===== config.mk =====
export PLATFORM = sky130hd
export DESIGN_NAME = obc_option_decoder
export DESIGN_NICKNAME = d
export VERILOG_FILES = /design/src/hdl/obc_pkg.sv /design/src/hdl/obc_option_decoder.sv
export SDC_FILE = /design/constraint.sdc
export NUM_CORES = 1
export LEC_CHECK = 0
export BUFFER_PORTS_ARGS = -buffer_cell sky130_fd_sc_hd__buf_2
export CORE_MARGIN = 3
export CORE_UTILIZATION = 45
export CTS_BUF_LIST = sky130_fd_sc_hd__clkbuf_8
export DETAILED_ROUTE_END_ITERATION = 8
export PLACE_DENSITY = 0.74
export REMOVE_ABC_BUFFERS = 1
export SLEW_MARGIN = 10
export SYNTH_ARGS = -nofsm -noshare
export SYNTH_HDL_FRONTEND = slang
export SYNTH_SLANG_ARGS = --single-unit

===== constraint.sdc =====
create_clock -name clk -period 1.9 [get_ports clk]
set_clock_uncertainty 0.1 [all_clocks]
set_input_delay 0.38 -clock clk [delete_from_list [all_inputs] [get_ports clk]]
set_output_delay 0.38 -clock clk [all_outputs]
set_load 0.02 [all_outputs]

===== src/hdl/obc_pkg.sv =====
package obc_pkg;

  // APB register byte offsets
  localparam logic [7:0] OFF_OPT0   = 8'h00;
  localparam logic [7:0] OFF_OPT1   = 8'h04;
  localparam logic [7:0] OFF_CMD    = 8'h08;
  localparam logic [7:0] OFF_STATUS = 8'h0c;

  // Blank non-volatile content
  localparam logic [7:0] BLANK_BYTE = 8'hff;

  // Option byte 0 field positions
  localparam int B0_HALT_RST = 7;
  localparam int B0_WDOG_SW  = 6;
  localparam int B0_VD_HI    = 4;
  localparam int B0_VD_LO    = 3;
  localparam int B0_LOCK_N   = 0;

  // Option byte 1 field positions
  localparam int B1_PKG      = 7;
  localparam int B1_RESET_DELAY_SELECT     = 6;
  localparam int B1_OSC_HI   = 5;
  localparam int B1_OSC_LO   = 4;
  localparam int B1_RNG_HI   = 3;
  localparam int B1_RNG_LO   = 1;
  localparam int B1_DBL_N    = 0;

  // Command register bit
  localparam int CMD_ERASE   = 0;

  // Voltage detector settings
  localparam logic [1:0] VD_HIGH = 2'h0;
  localparam logic [1:0] VD_MED  = 2'h1;
  localparam logic [1:0] VD_LOW  = 2'h2;
  localparam logic [1:0] VD_OFF  = 2'h3;

  // Clock source codes
  localparam logic [1:0] OSC_RESONATOR = 2'h0;
  localparam logic [1:0] OSC_RESERVED  = 2'h1;
  localparam logic [1:0] OSC_INT_RC    = 2'h2;
  localparam logic [1:0] OSC_EXTERNAL  = 2'h3;

  // Resonator range codes
  localparam logic [2:0] RANGE_LOW_POWER    = 3'h0;
  localparam logic [2:0] RANGE_MEDIUM_POWER = 3'h1;
  localparam logic [2:0] RANGE_MEDIUM_SPEED = 3'h2;
  localparam logic [2:0] RANGE_HIGH_SPEED   = 3'h3;

  // Reset phase lengths in CPU cycles
  localparam int DELAY_LONG_CYC  = 4096;
  localparam int DELAY_SHORT_CYC = 256;
  localparam int DELAY_CNT_W     = 13;

  // Option erase sequencer, Gray coded
  typedef enum logic [1:0] {
    ST_IDLE      = 2'b00,
    ST_WIPE_USER = 2'b01,
    ST_WIPE_OPT  = 2'b11
  } obc_wipe_t;

endpackage


===== src/hdl/obc_option_decoder.sv =====
// Summary of operation
// Option bytes reachable only in programming mode
// Blank option bytes read as all ones
// Halt bit set: reset on halt entry; here only while the watchdog is active
// Watchdog bit clear: watchdog always enabled
// Two-bit field sets detector threshold or off
// Programmer keeps reserved bits at defaults
// Lock bit clear: protection, flash writes blocked
// Locked option erase wipes user memory first
// Delay bit selects 4096 or 256 cycles
// Resonator users should choose 4096-cycle delay
// Two-bit field selects main clock source
// Three-bit field selects resonator drive range
// External clock forces medium-power range
// Doubler bit clear enables frequency doubler
// No doubler with internal RC oscillator
// Doubler only with medium-power range
// Package bit selects 44-pin or 32-pin
// Unbonded pads held as pulled-up inputs
// ROM variant options are hard-wired
// Options sampled at reset, held until next
//
// The placing of the registers and register access over APB were decided locally.
`timescale 1ns/1ns
module obc_option_decoder #(
  parameter bit                     ROM_VARIANT = 1'b0,
  parameter logic [7:0]             ROM_BYTE0   = 8'hff,
  parameter logic [7:0]             ROM_BYTE1   = 8'hff,
  parameter int                     LONG_DELAY  = obc_pkg::DELAY_LONG_CYC,
  parameter int                     SHORT_DELAY = obc_pkg::DELAY_SHORT_CYC
) (
  // Clock and reset
  input  wire logic                 clk,
  input  wire logic                 reset,
  // APB slave
  input  wire logic                 psel,
  input  wire logic                 penable,
  input  wire logic                 pwrite,
  input  wire logic [7:0]           paddr,
  input  wire logic [31:0]          pwdata,
  input  wire logic [3:0]           pstrb,
  output logic [31:0]               prdata,
  output logic                      pready,
  output logic                      pslverr,
  // Mode and system events
  input  wire logic                 progMode,
  input  wire logic                 wdogSwEnable,
  input  wire logic                 haltEntry,
  input  wire logic                 haltExit,
  input  wire logic                 userEraseDone,
  output logic                      userEraseReq,
  // Decoded configuration
  output logic                      wdogResetOnStop,
  output logic                      wdogTypeSelect,
  output logic                      wdogHwEnable,
  output logic                      haltResetReq,
  output logic [1:0]                voltageDetectLevel,
  output logic                      lowVoltageReset,
  output logic                      supplyWarningDetect,
  output logic                      readoutLock,
  output logic                      flashWriteBlock,
  output logic                      resetDelaySelect,
  output logic [1:0]                oscSourceSelect,
  output logic [2:0]                resonatorRange,
  output logic                      doublerEnable,
  output logic                      packagePinSelect,
  output logic                      unbondedPullup,
  // Reset sequencing
  output logic                      cpuResetHold,
  output logic                      haltWakeHold
);
  import obc_pkg::*;

  // Non-volatile option storage, blank at power-up
  logic [7:0]             nvByte0_q = BLANK_BYTE;
  logic [7:0]             nvByte1_q = BLANK_BYTE;
  obc_wipe_t              wipe_q;
  obc_wipe_t              wipe_d;
  logic                   eraseReq_q;
  logic [DELAY_CNT_W-1:0] delayCnt_q;
  logic                   prReady_q;
  logic                   prErr_q;
  logic [31:0]            prData_q;

  // Registered configuration outputs
  logic                   haltRst_q;
  logic                   wdogSw_q;
  logic                   wdogHw_q;
  logic                   haltReq_q;
  logic [1:0]             vdLevel_q;
  logic                   vdOn_q;
  logic                   lockOn_q;
  logic                   rstShort_q;
  logic [1:0]             oscSel_q;
  logic [2:0]             range_q;
  logic                   dblOn_q;
  logic                   pkg44_q;
  logic                   cpuHold_q;
  logic                   wakeHold_q;
  logic                   pullup_q;

  // mask variants - options come from fixed code, storage unused
  wire logic [7:0] optByte0 = ROM_VARIANT ? ROM_BYTE0 : nvByte0_q;
  wire logic [7:0] optByte1 = ROM_VARIANT ? ROM_BYTE1 : nvByte1_q;
  wire logic       optLocked = ~optByte0[B0_LOCK_N];

  // Decode of stored bytes, sampled only under reset
  wire logic [1:0] vdField  = optByte0[B0_VD_HI:B0_VD_LO];
  wire logic [1:0] oscField = optByte1[B1_OSC_HI:B1_OSC_LO];
  // external source - range forced to medium power
  wire logic [2:0] rngField = (oscField == OSC_EXTERNAL) ? RANGE_MEDIUM_POWER
                                                         : optByte1[B1_RNG_HI:B1_RNG_LO];

  // APB phase and address decode
  wire logic setupPhase = psel & ~penable;
  wire logic accessDone = psel & penable & prReady_q;
  wire logic hitOpt0    = (paddr == OFF_OPT0);
  wire logic hitOpt1    = (paddr == OFF_OPT1);
  wire logic hitCmd     = (paddr == OFF_CMD);
  wire logic hitStatus  = (paddr == OFF_STATUS);
  wire logic hitOption  = hitOpt0 | hitOpt1 | hitCmd;
  wire logic wipeBusy   = (wipe_q != ST_IDLE);

  // option space refused outside programming mode
  wire logic errMode    = hitOption & ~progMode;
  // locked bytes cannot be rewritten, only erased
  wire logic errLock    = pwrite & (hitOpt0 | hitOpt1) & optLocked;
  wire logic errFixed   = pwrite & hitOption & (ROM_VARIANT | wipeBusy);
  wire logic errAccess  = errMode | errLock | errFixed | (pwrite & hitStatus)
                          | ~(hitOption | hitStatus);
  wire logic commitWr   = accessDone & pwrite & ~prErr_q;
  wire logic wrOpt0     = commitWr & hitOpt0 & pstrb[0];
  wire logic wrOpt1     = commitWr & hitOpt1 & pstrb[0];
  wire logic eraseCmd   = commitWr & hitCmd & pstrb[0] & pwdata[CMD_ERASE];

  // Status word of latched settings and live state
  wire logic [31:0] statusWord = {16'h0000, progMode, wipeBusy, cpuHold_q, pkg44_q,
                                  dblOn_q, range_q, oscSel_q, rstShort_q, lockOn_q,
                                  vdLevel_q, wdogSw_q, haltRst_q};
  // read of blank storage returns all ones
  wire logic [31:0] readMux = hitOpt0   ? {24'h000000, optByte0} :
                              hitOpt1   ? {24'h000000, optByte1} :
                              hitStatus ? statusWord : 32'h00000000;

  // APB answer, one wait-free access cycle after setup
  always_ff @(posedge clk) begin
    if (reset) begin
      prReady_q <= 1'b0;
      prErr_q   <= 1'b0;
      prData_q  <= 32'h00000000;
    end else begin
      prReady_q <= setupPhase;
      prErr_q   <= setupPhase & errAccess;
      prData_q  <= (setupPhase & ~pwrite & ~errAccess) ? readMux : 32'h00000000;
    end
  end

  // erase sequencer: user memory wiped before locked options
  always_comb begin
    wipe_d = wipe_q;
    unique case (wipe_q)
      ST_IDLE: begin
        if (eraseCmd) begin
          wipe_d = optLocked ? ST_WIPE_USER : ST_WIPE_OPT;
        end
      end
      ST_WIPE_USER: begin
        if (userEraseDone) begin
          wipe_d = ST_WIPE_OPT;
        end
      end
      ST_WIPE_OPT: begin
        wipe_d = ST_IDLE;
      end
      default: begin
        wipe_d = ST_IDLE;
      end
    endcase
  end

  // Sequencer state and user-memory erase request
  always_ff @(posedge clk) begin
    if (reset) begin
      wipe_q     <= ST_IDLE;
      eraseReq_q <= 1'b0;
    end else begin
      wipe_q     <= wipe_d;
      eraseReq_q <= (wipe_d == ST_WIPE_USER);
    end
  end

  // erase leaves blank bytes; writes store programmed values
  always_ff @(posedge clk) begin
    if (wipe_q == ST_WIPE_OPT) begin
      nvByte0_q <= BLANK_BYTE;
      nvByte1_q <= BLANK_BYTE;
    end else begin
      if (wrOpt0) begin
        nvByte0_q <= pwdata[7:0];
      end
      if (wrOpt1) begin
        nvByte1_q <= pwdata[7:0];
      end
    end
  end

  // configuration captured while reset is held
  always_ff @(posedge clk) begin
    if (reset) begin
      haltRst_q  <= optByte0[B0_HALT_RST];
      wdogSw_q   <= optByte0[B0_WDOG_SW];
      // hardware watchdog type
      wdogHw_q   <= ~optByte0[B0_WDOG_SW];
      // detector threshold or off
      vdLevel_q  <= vdField;
      vdOn_q     <= (vdField != VD_OFF);
      // protection enable
      lockOn_q   <= ~optByte0[B0_LOCK_N];
      rstShort_q <= optByte1[B1_RESET_DELAY_SELECT];
      // clock source and range
      oscSel_q   <= oscField;
      range_q    <= rngField;
      // doubler enable
      dblOn_q    <= ~optByte1[B1_DBL_N];
      // package selection
      pkg44_q    <= optByte1[B1_PKG];
      // unbonded pads pulled up
      pullup_q   <= ~optByte1[B1_PKG];
    end
  end

  // halt entry with active watchdog requests reset
  always_ff @(posedge clk) begin
    if (reset) begin
      haltReq_q <= 1'b0;
    end else begin
      haltReq_q <= haltEntry & haltRst_q & (wdogHw_q | wdogSwEnable);
    end
  end

  // reset phase and halt wake delay length
  wire logic [DELAY_CNT_W-1:0] delayLast = rstShort_q ? DELAY_CNT_W'(SHORT_DELAY - 1)
                                                      : DELAY_CNT_W'(LONG_DELAY - 1);
  wire logic delayRun  = cpuHold_q | wakeHold_q;
  wire logic delayEnd  = delayRun & (delayCnt_q == delayLast);

  always_ff @(posedge clk) begin
    if (reset) begin
      delayCnt_q <= '0;
      cpuHold_q  <= 1'b1;
      wakeHold_q <= 1'b0;
    end else begin
      if (delayEnd) begin
        delayCnt_q <= '0;
        cpuHold_q  <= 1'b0;
        wakeHold_q <= 1'b0;
      end else if (delayRun) begin
        delayCnt_q <= delayCnt_q + 1'b1;
      end else if (haltExit) begin
        delayCnt_q <= '0;
        wakeHold_q <= 1'b1;
      end
    end
  end

  // Output wiring, all from flip-flops
  assign prdata              = prData_q;
  assign pready              = prReady_q;
  assign pslverr             = prErr_q;
  assign userEraseReq        = eraseReq_q;
  assign wdogResetOnStop     = haltRst_q;
  assign wdogTypeSelect      = wdogSw_q;
  assign wdogHwEnable        = wdogHw_q;
  assign haltResetReq        = haltReq_q;
  assign voltageDetectLevel  = vdLevel_q;
  assign lowVoltageReset     = vdOn_q;
  assign supplyWarningDetect = vdOn_q;
  assign readoutLock         = lockOn_q;
  // protection also blocks flash writes
  assign flashWriteBlock     = lockOn_q;
  assign resetDelaySelect    = rstShort_q;
  assign oscSourceSelect     = oscSel_q;
  assign resonatorRange      = range_q;
  assign doublerEnable       = dblOn_q;
  assign packagePinSelect    = pkg44_q;
  // Pull-up flag has its own flop, so the pin needs no inverter
  assign unbondedPullup      = pullup_q;
  assign cpuResetHold        = cpuHold_q;
  assign haltWakeHold        = wakeHold_q;

  // Checks on the decoded behaviour
  a_halt_reset_on: assert property (@(posedge clk) disable iff (reset)
    haltEntry && haltRst_q && wdogHw_q |=> haltReq_q)
    else $error("halt entry did not raise reset request");

  a_halt_reset_off: assert property (@(posedge clk) disable iff (reset)
    !haltRst_q |=> !haltReq_q)
    else $error("halt reset request while option is clear");

  a_wdog_hw_type: assert property (@(posedge clk)
    reset |=> wdogHw_q == !$past(optByte0[B0_WDOG_SW]))
    else $error("watchdog type not taken from option byte");

  a_detect_off: assert property (@(posedge clk)
    reset && vdField == VD_OFF |=> !lowVoltageReset && !supplyWarningDetect)
    else $error("voltage detectors enabled with off code");

  a_prog_mode_only: assert property (@(posedge clk) disable iff (reset)
    setupPhase && hitOption && !progMode |=> pslverr && pready)
    else $error("option access outside programming mode not refused");

  a_lock_no_write: assert property (@(posedge clk) disable iff (reset)
    setupPhase && pwrite && hitOpt0 && optLocked |=> ##1 $stable(nvByte0_q))
    else $error("locked option byte was rewritten");

  a_user_wipe_first: assert property (@(posedge clk) disable iff (reset)
    eraseCmd && optLocked |=> userEraseReq && nvByte0_q == $past(nvByte0_q))
    else $error("locked erase skipped user memory wipe");

  a_blank_after_wipe: assert property (@(posedge clk) disable iff (reset)
    wipe_q == ST_WIPE_OPT |=> nvByte0_q == BLANK_BYTE && nvByte1_q == BLANK_BYTE)
    else $error("erased option bytes not blank");

  a_ext_range_mp: assert property (@(posedge clk) disable iff (reset)
    oscSel_q == OSC_EXTERNAL |-> range_q == RANGE_MEDIUM_POWER)
    else $error("external clock without medium power range");

  a_cfg_held: assert property (@(posedge clk) disable iff (reset)
    !$past(reset) |-> $stable({haltRst_q, vdLevel_q, lockOn_q, oscSel_q, range_q, dblOn_q}))
    else $error("configuration changed outside reset");

  a_reset_release: assert property (@(posedge clk) disable iff (reset)
    $fell(cpuResetHold) |-> $past(delayCnt_q) == delayLast)
    else $error("reset phase length wrong");

  a_wake_release: assert property (@(posedge clk) disable iff (reset)
    $fell(haltWakeHold) |-> $past(delayCnt_q) == delayLast)
    else $error("halt wake delay length wrong");

  a_lock_taken: assert property (@(posedge clk)
    reset |=> readoutLock == !$past(optByte0[B0_LOCK_N]) && flashWriteBlock == readoutLock)
    else $error("protection not taken from option byte");

  a_doubler_taken: assert property (@(posedge clk)
    reset |=> doublerEnable == !$past(optByte1[B1_DBL_N]))
    else $error("doubler enable not taken from option byte");

  a_pkg_taken: assert property (@(posedge clk)
    reset |=> packagePinSelect == $past(optByte1[B1_PKG]) && unbondedPullup == !packagePinSelect)
    else $error("package selection not taken from option byte");

  a_busy_refused: assert property (@(posedge clk) disable iff (reset)
    setupPhase && pwrite && hitOption && wipeBusy |=> pslverr && pready)
    else $error("option write accepted during erase");

endmodule


Word level (Yosys, flattened, before mapping)
Cells that the tools add are included.
{"block": "word_totals", "reg_bits": 85, "inputBits": 54, "wordCells": 100}
{"block": "classes", "add_sub_neg": 1, "n_eq_ne": 9, "muxes": 10, "bitwise": 46, "reduce_logical": 9}
{"cell": "13-bit two-way mux", "count": 2}
{"cell": "1-bit AND", "count": 24}
{"cell": "8-bit two-way mux", "count": 3}
{"cell": "8-bit by 4-bit == test with 1-bit output, second input constant", "count": 2}
{"cell": "13-bit by 1-bit adder with 13-bit output, second input constant", "count": 1}
{"cell": "13-bit by 12-bit == test with 1-bit output", "count": 1}
{"cell": "1-bit NOT", "count": 13}
{"cell": "12-bit two-way mux", "count": 1}
{"cell": "1-bit bitwise OR", "count": 9}
{"cell": "8-bit by 3-bit == test with 1-bit output, second input constant", "count": 1}
{"cell": "8-bit zero test", "count": 1}
{"cell": "2-bit two-way mux", "count": 3}
{"cell": "5-bit OR reduction", "count": 1}
{"cell": "2-bit by 1-bit == test with 1-bit output, second input constant", "count": 2}
{"cell": "2-bit == test, second input constant", "count": 2}
{"cell": "2-bit one-hot mux with 2 select lines", "count": 1}
{"cell": "2-bit nonzero test", "count": 2}
{"cell": "2-bit OR reduction", "count": 2}
{"cell": "4-bit OR reduction", "count": 1}
{"cell": "2-bit zero test", "count": 1}
{"cell": "2-bit inequality test, second input constant", "count": 1}
{"cell": "2-bit AND reduction", "count": 1}

Longest topological paths before layout
Gate-level depths: netlist of run 1.
{"block": "depth", "word_depth": 12, "mapped_depth": 7}

Worst setup path after synthesis of run 1
Ideal clock, no wire load.
{"block": "synth_timing", "kind": "register -> register", "start": "register wakeHold_q, in the netlist haltWakeHold", "end": "register delayCnt_q[7]", "setup_time_ns": 0.131, "arrival_ns": 1.568, "required_time_ns": 1.669, "setup_slack_ns": 0.101, "path_stages_with_launch": 7, "n_path_buf": 2, "path_cell_list": "dfxtp_1 o21ai_2 or3_1 buf_6 o21bai_4 buf_4 a21oi_1"}
{"block": "synth_via", "elab_chain_cells": 3, "elab_cells_between_ends": 5, "cone_classes": "1 x mux; 2 x bitwise; 2 x reduce/logical"}
{"element": "from (decl)", "line_no": "obc_option_decoder.sv:99", "text": "logic wakeHold_q;"}
{"element": "from (signal assigned)", "line_no": "obc_option_decoder.sv:251", "text": "wakeHold_q <= 1'b0;"}
{"element": "from (signal assigned)", "line_no": "obc_option_decoder.sv:256", "text": "wakeHold_q <= 1'b0;"}
{"element": "from (signal assigned)", "line_no": "obc_option_decoder.sv:261", "text": "wakeHold_q <= 1'b1;"}
{"element": "1-bit bitwise OR *", "line_no": "obc_option_decoder.sv:244", "text": "wire logic delayRun = cpuHold_q | wakeHold_q;"}
{"element": "1-bit AND", "line_no": "obc_option_decoder.sv:245", "text": "wire logic delayEnd = delayRun & (delayCnt_q == delayLast);"}
{"element": "2-bit OR reduction (no line)"}
{"element": "to (signal assigned)", "line_no": "obc_option_decoder.sv:258", "text": "delayCnt_q <= delayCnt_q + 1'b1;"}
{"element": "to (decl)", "line_no": "obc_option_decoder.sv:80", "text": "logic [DELAY_CNT_W-1:0] delayCnt_q;"}
Mark *: on every way between the ends. The rest lies on a longest branch, timed or not.
A chain may end at the register's enable or synchronous reset.

Worst setup path in the final report of run 1
{"block": "layout_timing", "start": "register delayCnt_q[0]", "end": "register delayCnt_q[10]"}
{"block": "layout_via", "elab_chain_cells": 3, "elab_cells_between_ends": 5, "cone_classes": "1 x add/sub; 1 x eq/ne; 1 x mux; 1 x bitwise; 1 x reduce/logical"}
{"element": "branches (longest 3 deep; another with 13-bit by 1-bit adder with 13-bit output)"}
Parallel ways; which one is timed is not known.

==> summary.md, run 1 <==
| Metric | Value |
|---|---|
| Mapped Area | 0.00286 mm^2 |
| Avg Inst Size Synth | around 10 um^2 |
| Slew HR | 0.663 |
| Die width | 85.7 um |
| Internal | 2180 uW |
| WP data required | around 2.1 ns |
| Crit path from | delayCnt_q[0] |
| CTS root buf | clkbuf_8 |
| N_diodes | 0 |
| Max-slew violations | 0 |
| Post-synthesis xor/xnor area fraction | 0 |
| Fin Hold WS | 0.161 ns |
| HP Class | primary input to flop |
| Worst-Skew Late Latency | 0.34 ns |
| Worst-Margin Slew | 0.504 ns |
| Setup violations, final | 0 |
| Starting DRT DRC Count | 95 |
| Achievable Freq | around 560 MHz |
| Setup TNS | 0 ns |
| Synth Area in Adders | 0.00437 |
| Fin. Hold Viols | 0 |
| Average wire per cell in the routed design | 14.0 um |
| Switching part of the total | 0.235 |
| Filler instances | 550 |
| Crit-path slowest cell | or3_4 |
| RD Place Congestion | 0.775 |
| Most common cell after layout, fill and taps aside | buf_2 |
| CP arrival | 1.96 ns |
| First-pass GRT wire length | 9.92 mm |
| Register clock-pin slew on the reported worst setup and hold paths | around 0.08 ns |
| Post-route DRC | 0 |
| Vias in the first global route | 2149 |
| Largest cells by area after synthesis | dfxtp_1, edfxtp_1, mux2i_1, buf_4, nand2_1 |
| R2R depth | 5 |
| Row count | 28 |
| Reg2reg start | delayCnt_q[0] |
| Synth unique cells | 45 |
| Buffers on Ports | 66 |
| Endpoint class of the critical path | flop |
| DP Worst Slack | -0.0212 ns |
| Final setup margin | roughly 0.12 ns |
| Largest family of logic cells by synthesized area | simple AND/OR/NAND/NOR gates |
| Initial Util | 0.475 |
| CTS Hold Bufs | 0 |
| Complex-gate fraction of the synthesized area | 0.0975 |
| Layout cells sized above 1 | 0.331 |
| Initial antenna violation count | 1 |
| RSZ-0062 raised after global routing | false |
| P per Cell Area | 813 mW/mm^2 |
| DIE AREA | 0.00735 mm^2 |
| Die H | 85.7 um |
| Hold path startpoint | pwdata[6] |
| Post-Route WL | roughly 6.1 mm |
| DP Area | ~0.0033 mm^2 |
| HPWL after DPL | roughly 4.5 mm |
| Simple-gate share of the synthesized area | 0.192 |
| Post-layout minimum cycle time | between 1.5 and 2 ns |
| CTS tree | built |
| VDD IR-drop max | around 0.61 mV |
| Kind of critical path | flop to flop |
| Post-DRT Antenna Nets | 0 |
| Design area | between 0.003 and 0.004 mm^2 |
| Pwr Total | between 2000 and 3000 uW |
| Core area | around 0.006 mm^2 |
| Largest net degree at the start of global routing | 21 |
| Slowest Stage Delay on Critical Path | between 0.4 and 0.5 ns |
| Via-to-Cell Ratio | 5.13 |
| Status | finished clean |
| Clock Power Share | 0.404 |
| R2R setup slack | roughly 0.12 ns |
| Synth warn | 0 |
| Commonest cells after routing, fill and taps aside | buf_2, dfxtp_1, nand2_1 |
| GRT Residual Overflow | 0 |
| Tcrit/Tclk final | 0.936 |
| Combinational power share | 0.062 |
| Static Leak | around 0.0015 uW |
| Part of the power in registers | 0.534 |
| Hold endpoint | nvByte1_q[6] |
| CTS Sinks | 69 |
| Mux cell area share after synthesis | 0.0914 |
| Pre-Repair DR Iteration Count | 5 |
| Overall routing resource usage | 0.174 |
| Seq/Total Area, Yosys | 0.539 |
| Crit Path Max Fanout | 7 |
| Nets | around 410 |
| Sw power | between 600 and 700 uW |
| Max clock buf depth | 2 |
| Yosys top cell area share | 0.371 |
| R2R Path End | delayCnt_q[10] |
| Area delta synth->final | 22.3% |
| Critical Path, Cell by Cell | ha_1, o21ai_2, or3_4, or3_1, a21oi_2 |
| Area leader, netlist | dfxtp_1 |
| CTS buffer count | 9 |
| CTS H-tree lvls | 3 |
| Post-synthesis register bit count | ~70 |
| Startpoint Class | flop |
| Post-Syn Instances | 277 |
| Vias after detailed routing | 2245 |
| Hold path cells | 3 |
| Io pins | 110 |
| Maxcap violations | 0 |
## power by group through the flow
stage               clock (uW)  sequential (uW)  combinational [uW]
floorplan                    0             1570                75.0
global placement             0             1550                 172
detailed placement           0             1550                 175
CTS                       1170             1520                 176
global route              1230             1520                 194
finish                    1150             1520                 176
## synthesized netlist by cell type
cell,instances
dfxtp_1,53
nand2_1,33
nor2_1,22
buf_4,19
edfxtp_1,16
mux2i_1,16
a21oi_1,10
and2_1,9
mux2_2,9
a22oi_1,8
inv_1,8
nand3_1,7
o21ai_0,6
clkbuf_1,5
o211ai_1,5
or3_1,5
nor3_1,4
nand3b_1,3
or3b_2,3
a21oi_2,2
a31oi_1,2
and4_1,2
buf_2,2
nand2b_1,2
nand4_1,2
nor4_1,2
nor4_2,2
o21ai_1,2
or4_1,2
a211oi_1,1
a21boi_1,1
buf_6,1
conb_1,1
ha_1,1
nand3_2,1
nor2b_1,1
nor4b_1,1
nor4bb_1,1
o21ai_2,1
o21bai_4,1
o311ai_0,1
o32a_1,1
or2_2,1
or3_2,1
or4_2,1
## final cells by class
class,instances,area (um^2),area share
Sequential cell,69,1540,0.440
Multi-Input combinational cell,188,1170,0.334
Timing Repair Buffer,82,475,0.136
Clock buffer,9,124,0.0354
Tap cell,75,93.8,0.0268
Clock inverter,7,67.6,0.0193
Inverter,8,30.0,0.00858
## state kept, by name, summed over array words and instances, names as in the netlist, 2 cells and up
signal and flops:
nvByte1_q 8, voltageDetectLevel 2, oscSourceSelect 2, wipe_q 2
delayCnt_q 13, resonatorRange 3, nvByte0_q 8, prdata 16
## routing by layer
| layer | global-route usage | vias to the layer above | wire [um] |
|---|---|---|---|
| met4 | 0.0504 | 2 | 86 |
| li1 | - | 1107 | - |
| met5 | 0 | - | 13 |
| met3 | 0.0711 | 10 | 500 |
| met1 | 0.205 | 1042 | 2580 |
| met2 | 0.293 | 84 | 2930 |
## worst max-delay path by stage
stage	endpoint	slack, ns	cells past startpoint
6_report	delayCnt_q[10]	0.12	5
5_1_grt	delayCnt_q[10]	0.03	5
3_5_place_dp	prdata[7]	-0.02	6
4_1_cts	delayCnt_q[10]	0.02	5
3_3_place_gp	prdata[4]	0.01	6
2_1_floorplan	delayCnt_q[10]	0.12	4
## logic make-up (layout without fill, tap and decap cells)
logic type	after synthesis	in the layout
fa+ha+maj	1	1
buf+inv	35	106
compound gates	41	41
simple gates	105	105
mux	25	25
flops	69	69
other cells	1	16
## metrics by stage
stage                     utilization  std cells
after floorplan                     -        265
after global placement          0.548        422
after detailed placement        0.548        422
after CTS                       0.580        438
after global routing            0.581        438
final                           0.581        438
## repair_timing
action	in CTS	in global routing
setup buffers	0	0
setup endpoints to repair	0	3
gates resized for setup	0	1
## critical path: cells and delay by family, from the launching register on
kind	cells	cell delay, ns
DFF	1	0.40
and+or+nand+nor	2	0.77
adders and majority gates	1	0.22
AOI/OAI and AO/OA	2	0.22
Note: power is estimated with default switching activity, not from simulation.
==> run 2, diff against run 1 <==
REMOVE_ABC_BUFFERS = unset   (was 1)
==> run 2 against run 1 <==
  * Final area increased by 1.8%
  * Global-route usage increased by 0.15 points
  * Final cell count increased by 0.68%
  * Critical path depth unchanged
  * Die area unchanged
  * Worst hold slack improved by 0.011 ns
  * Routed wire length increased by 1.8%
  * Sequential power about the same
  * Sequential cell count unchanged
  * Clock power increased by 17%
  * Largest cell class unchanged
==> summary.md, run 2 (synthesized netlist as in run 1, its figures left out) <==
| Metric | Value |
|---|---|
| Buffers on Ports | 66 |
| R2R Path End | delayCnt_q[12] |
| Setup TNS | 0 ns |
| Post-Route WL | 6.23 mm |
| Commonest cells after routing, fill and taps aside | buf_2, dfxtp_1, nand2_1 |
| Largest net degree at the start of global routing | 21 |
| GRT Residual Overflow | 0 |
| Initial Util | 0.475 |
| Slew HR | 0.637 |
| Die width | between 80 and 90 um |
| Worst-Margin Slew | 0.542 ns |
| CTS H-tree lvls | 3 |
| Core area | roughly 0.006 mm^2 |
| CTS root buf | clkbuf_8 |
| Pwr Total | 3050 uW |
| Largest register FFs | 16 |
| Io pins | 110 |
| Max-slew violations | 0 |
| HP Class | primary input to flop |
| Tcrit/Tclk final | 0.944 |
| Nets | 416 |
| Vias after detailed routing | 2270 |
| RSZ-0062 raised after global routing | false |
| First-pass GRT wire length | 10.0 mm |
| Register clock-pin slew on the reported worst setup and hold paths | 0.07 ns |
| CTS Hold Bufs | 0 |
| Hold path startpoint | progMode |
| Startpoint Class | flop |
| Most common cell after layout, fill and taps aside | buf_2 |
| Average wire per cell in the routed design | 14.1 um |
| Post-route DRC | 0 |
| Via-to-Cell Ratio | 5.15 |
| Post-layout minimum cycle time | between 1.5 and 2 ns |
| Achievable Freq | ~560 MHz |
| Fin util | 0.592 |
| Placed instance count | approximately 430 |
| Post-DRT Antenna Nets | 0 |
| DIE AREA | about 0.0074 mm^2 |
| R2R depth | 5 |
| Hold path cells | 2 |
| Worst-Skew Late Latency | approximately 0.33 ns |
| Die H | 85.7 um |
| Filler instances | 530 |
| CP arrival | 1.96 ns |
| Crit Path Max Fanout | 7 |
| Starting DRT DRC Count | 123 |
| HPWL after DPL | approximately 4.6 mm |
| Row count | 28 |
| Static Leak | 0.00153 uW |
| Overall routing resource usage | 0.176 |
| Max clock buf depth | 2 |
| Sequential Area | 0.00154 mm^2 |
| Endpoint class of the critical path | flop |
| Fin. Hold Viols | 0 |
| Kind of critical path | flop to flop |
| VDD IR-drop max | 0.461 mV |
| N_diodes | 0 |
| Status | finished clean |
| Initial antenna violation count | 0 |
| Hold endpoint | prdata[15] |
| Area occupied by multi-input gates | approximately 0.0012 mm^2 |
| Maxcap violations | 0 |
| RD Place Congestion | 0.832 |
| CTS tree | built |
| Vias in the first global route | about 2200 |
| Finished Layout Cells | 441 |
| Layout cells sized above 1 | 0.339 |
| CTS buffer count | 9 |
| R2R setup slack | 0.11 ns |
| CTS Sinks | 69 |
| Reg2reg start | delayCnt_q[0] |
| Pre-Repair DR Iteration Count | 4 |
| WP data required | just over 2 ns |
| Setup violations, final | 0 |
| Area delta synth->final | 24.6% |
| P per Cell Area | 855 mW/mm^2 |
-- run 2: cell count changes in the layout (fill, tap and decap cells not counted) --
cell and delta:
inv_6 +1, clkinv_4 -1, clkinvlp_4 -1, clkbuf_8 +2
bufinv_16 +1, clkinv_2 -1, buf_4 +3, inv_1 -1
-- run 2: cell type report --
type	count	area share
Clock buffer	11	0.0425
Clock inverter	5	0.0228
Inverter	8	0.00842
Multi-Input combinational cell	188	0.328
Sequential cell	69	0.432
Tap cell	75	0.0263
Timing Repair Buffer	85	0.140
-- run 2: repair_timing --
action | in CTS | in global routing
gates resized for setup | 0 | 1
setup buffers | 0 | 0
setup endpoints to repair | 0 | 4
-- run 2: stage by stage --
step	hold WS, ns	cell area, um^2	worst slack [ns]
floorplan	0.326	2920	0.101
global placement	0.346	3330	-0.0333
detailed placement	0.351	3330	-0.0794
CTS	0.157	3560	0.0153
global route	0.161	3560	0.0398
finish	0.173	3560	0.107
-- run 2: worst max path at each step --
stage	startpoint	endpoint	slack [ns]	depth (start not counted)
CTS	delayCnt_q[0]	delayCnt_q[12]	0.02	5
global route	delayCnt_q[0]	delayCnt_q[12]	0.04	5
global placement	paddr[1]	wipe_q[0]	-0.03	6
detailed placement	paddr[1]	wipe_q[0]	-0.08	6
floorplan	haltWakeHold	delayCnt_q[7]	0.10	6
finish	delayCnt_q[0]	delayCnt_q[12]	0.11	5
-- run 2: worst max-delay path, cell delays in order (launching register included) --
cell and delay, ns:
dfxtp_1 0.41, ha_1 0.22, o21ai_2 0.08, or3_4 0.44
or3_1 0.35, a21oi_2 0.14
-- run 2: per-layer routing --
metal | global-route usage | vias up | share of wire
met5 | 0 | - | 0
met4 | 0.0964 | 0 | 0.015
met3 | 0.0500 | 8 | 0.069
met2 | 0.280 | 82 | 0.48
met1 | 0.215 | 1069 | 0.44
li1 | - | 1111 | -
-- run 2: where the power goes --
part	leakage, uW	total [uW]	internal, uW	switching (uW)
clock network	0.000116	1340	813	530
logic	0.000848	182	69.6	112
registers	0.000562	1520	1510	10.2
total	0.00153	3050	2390	653
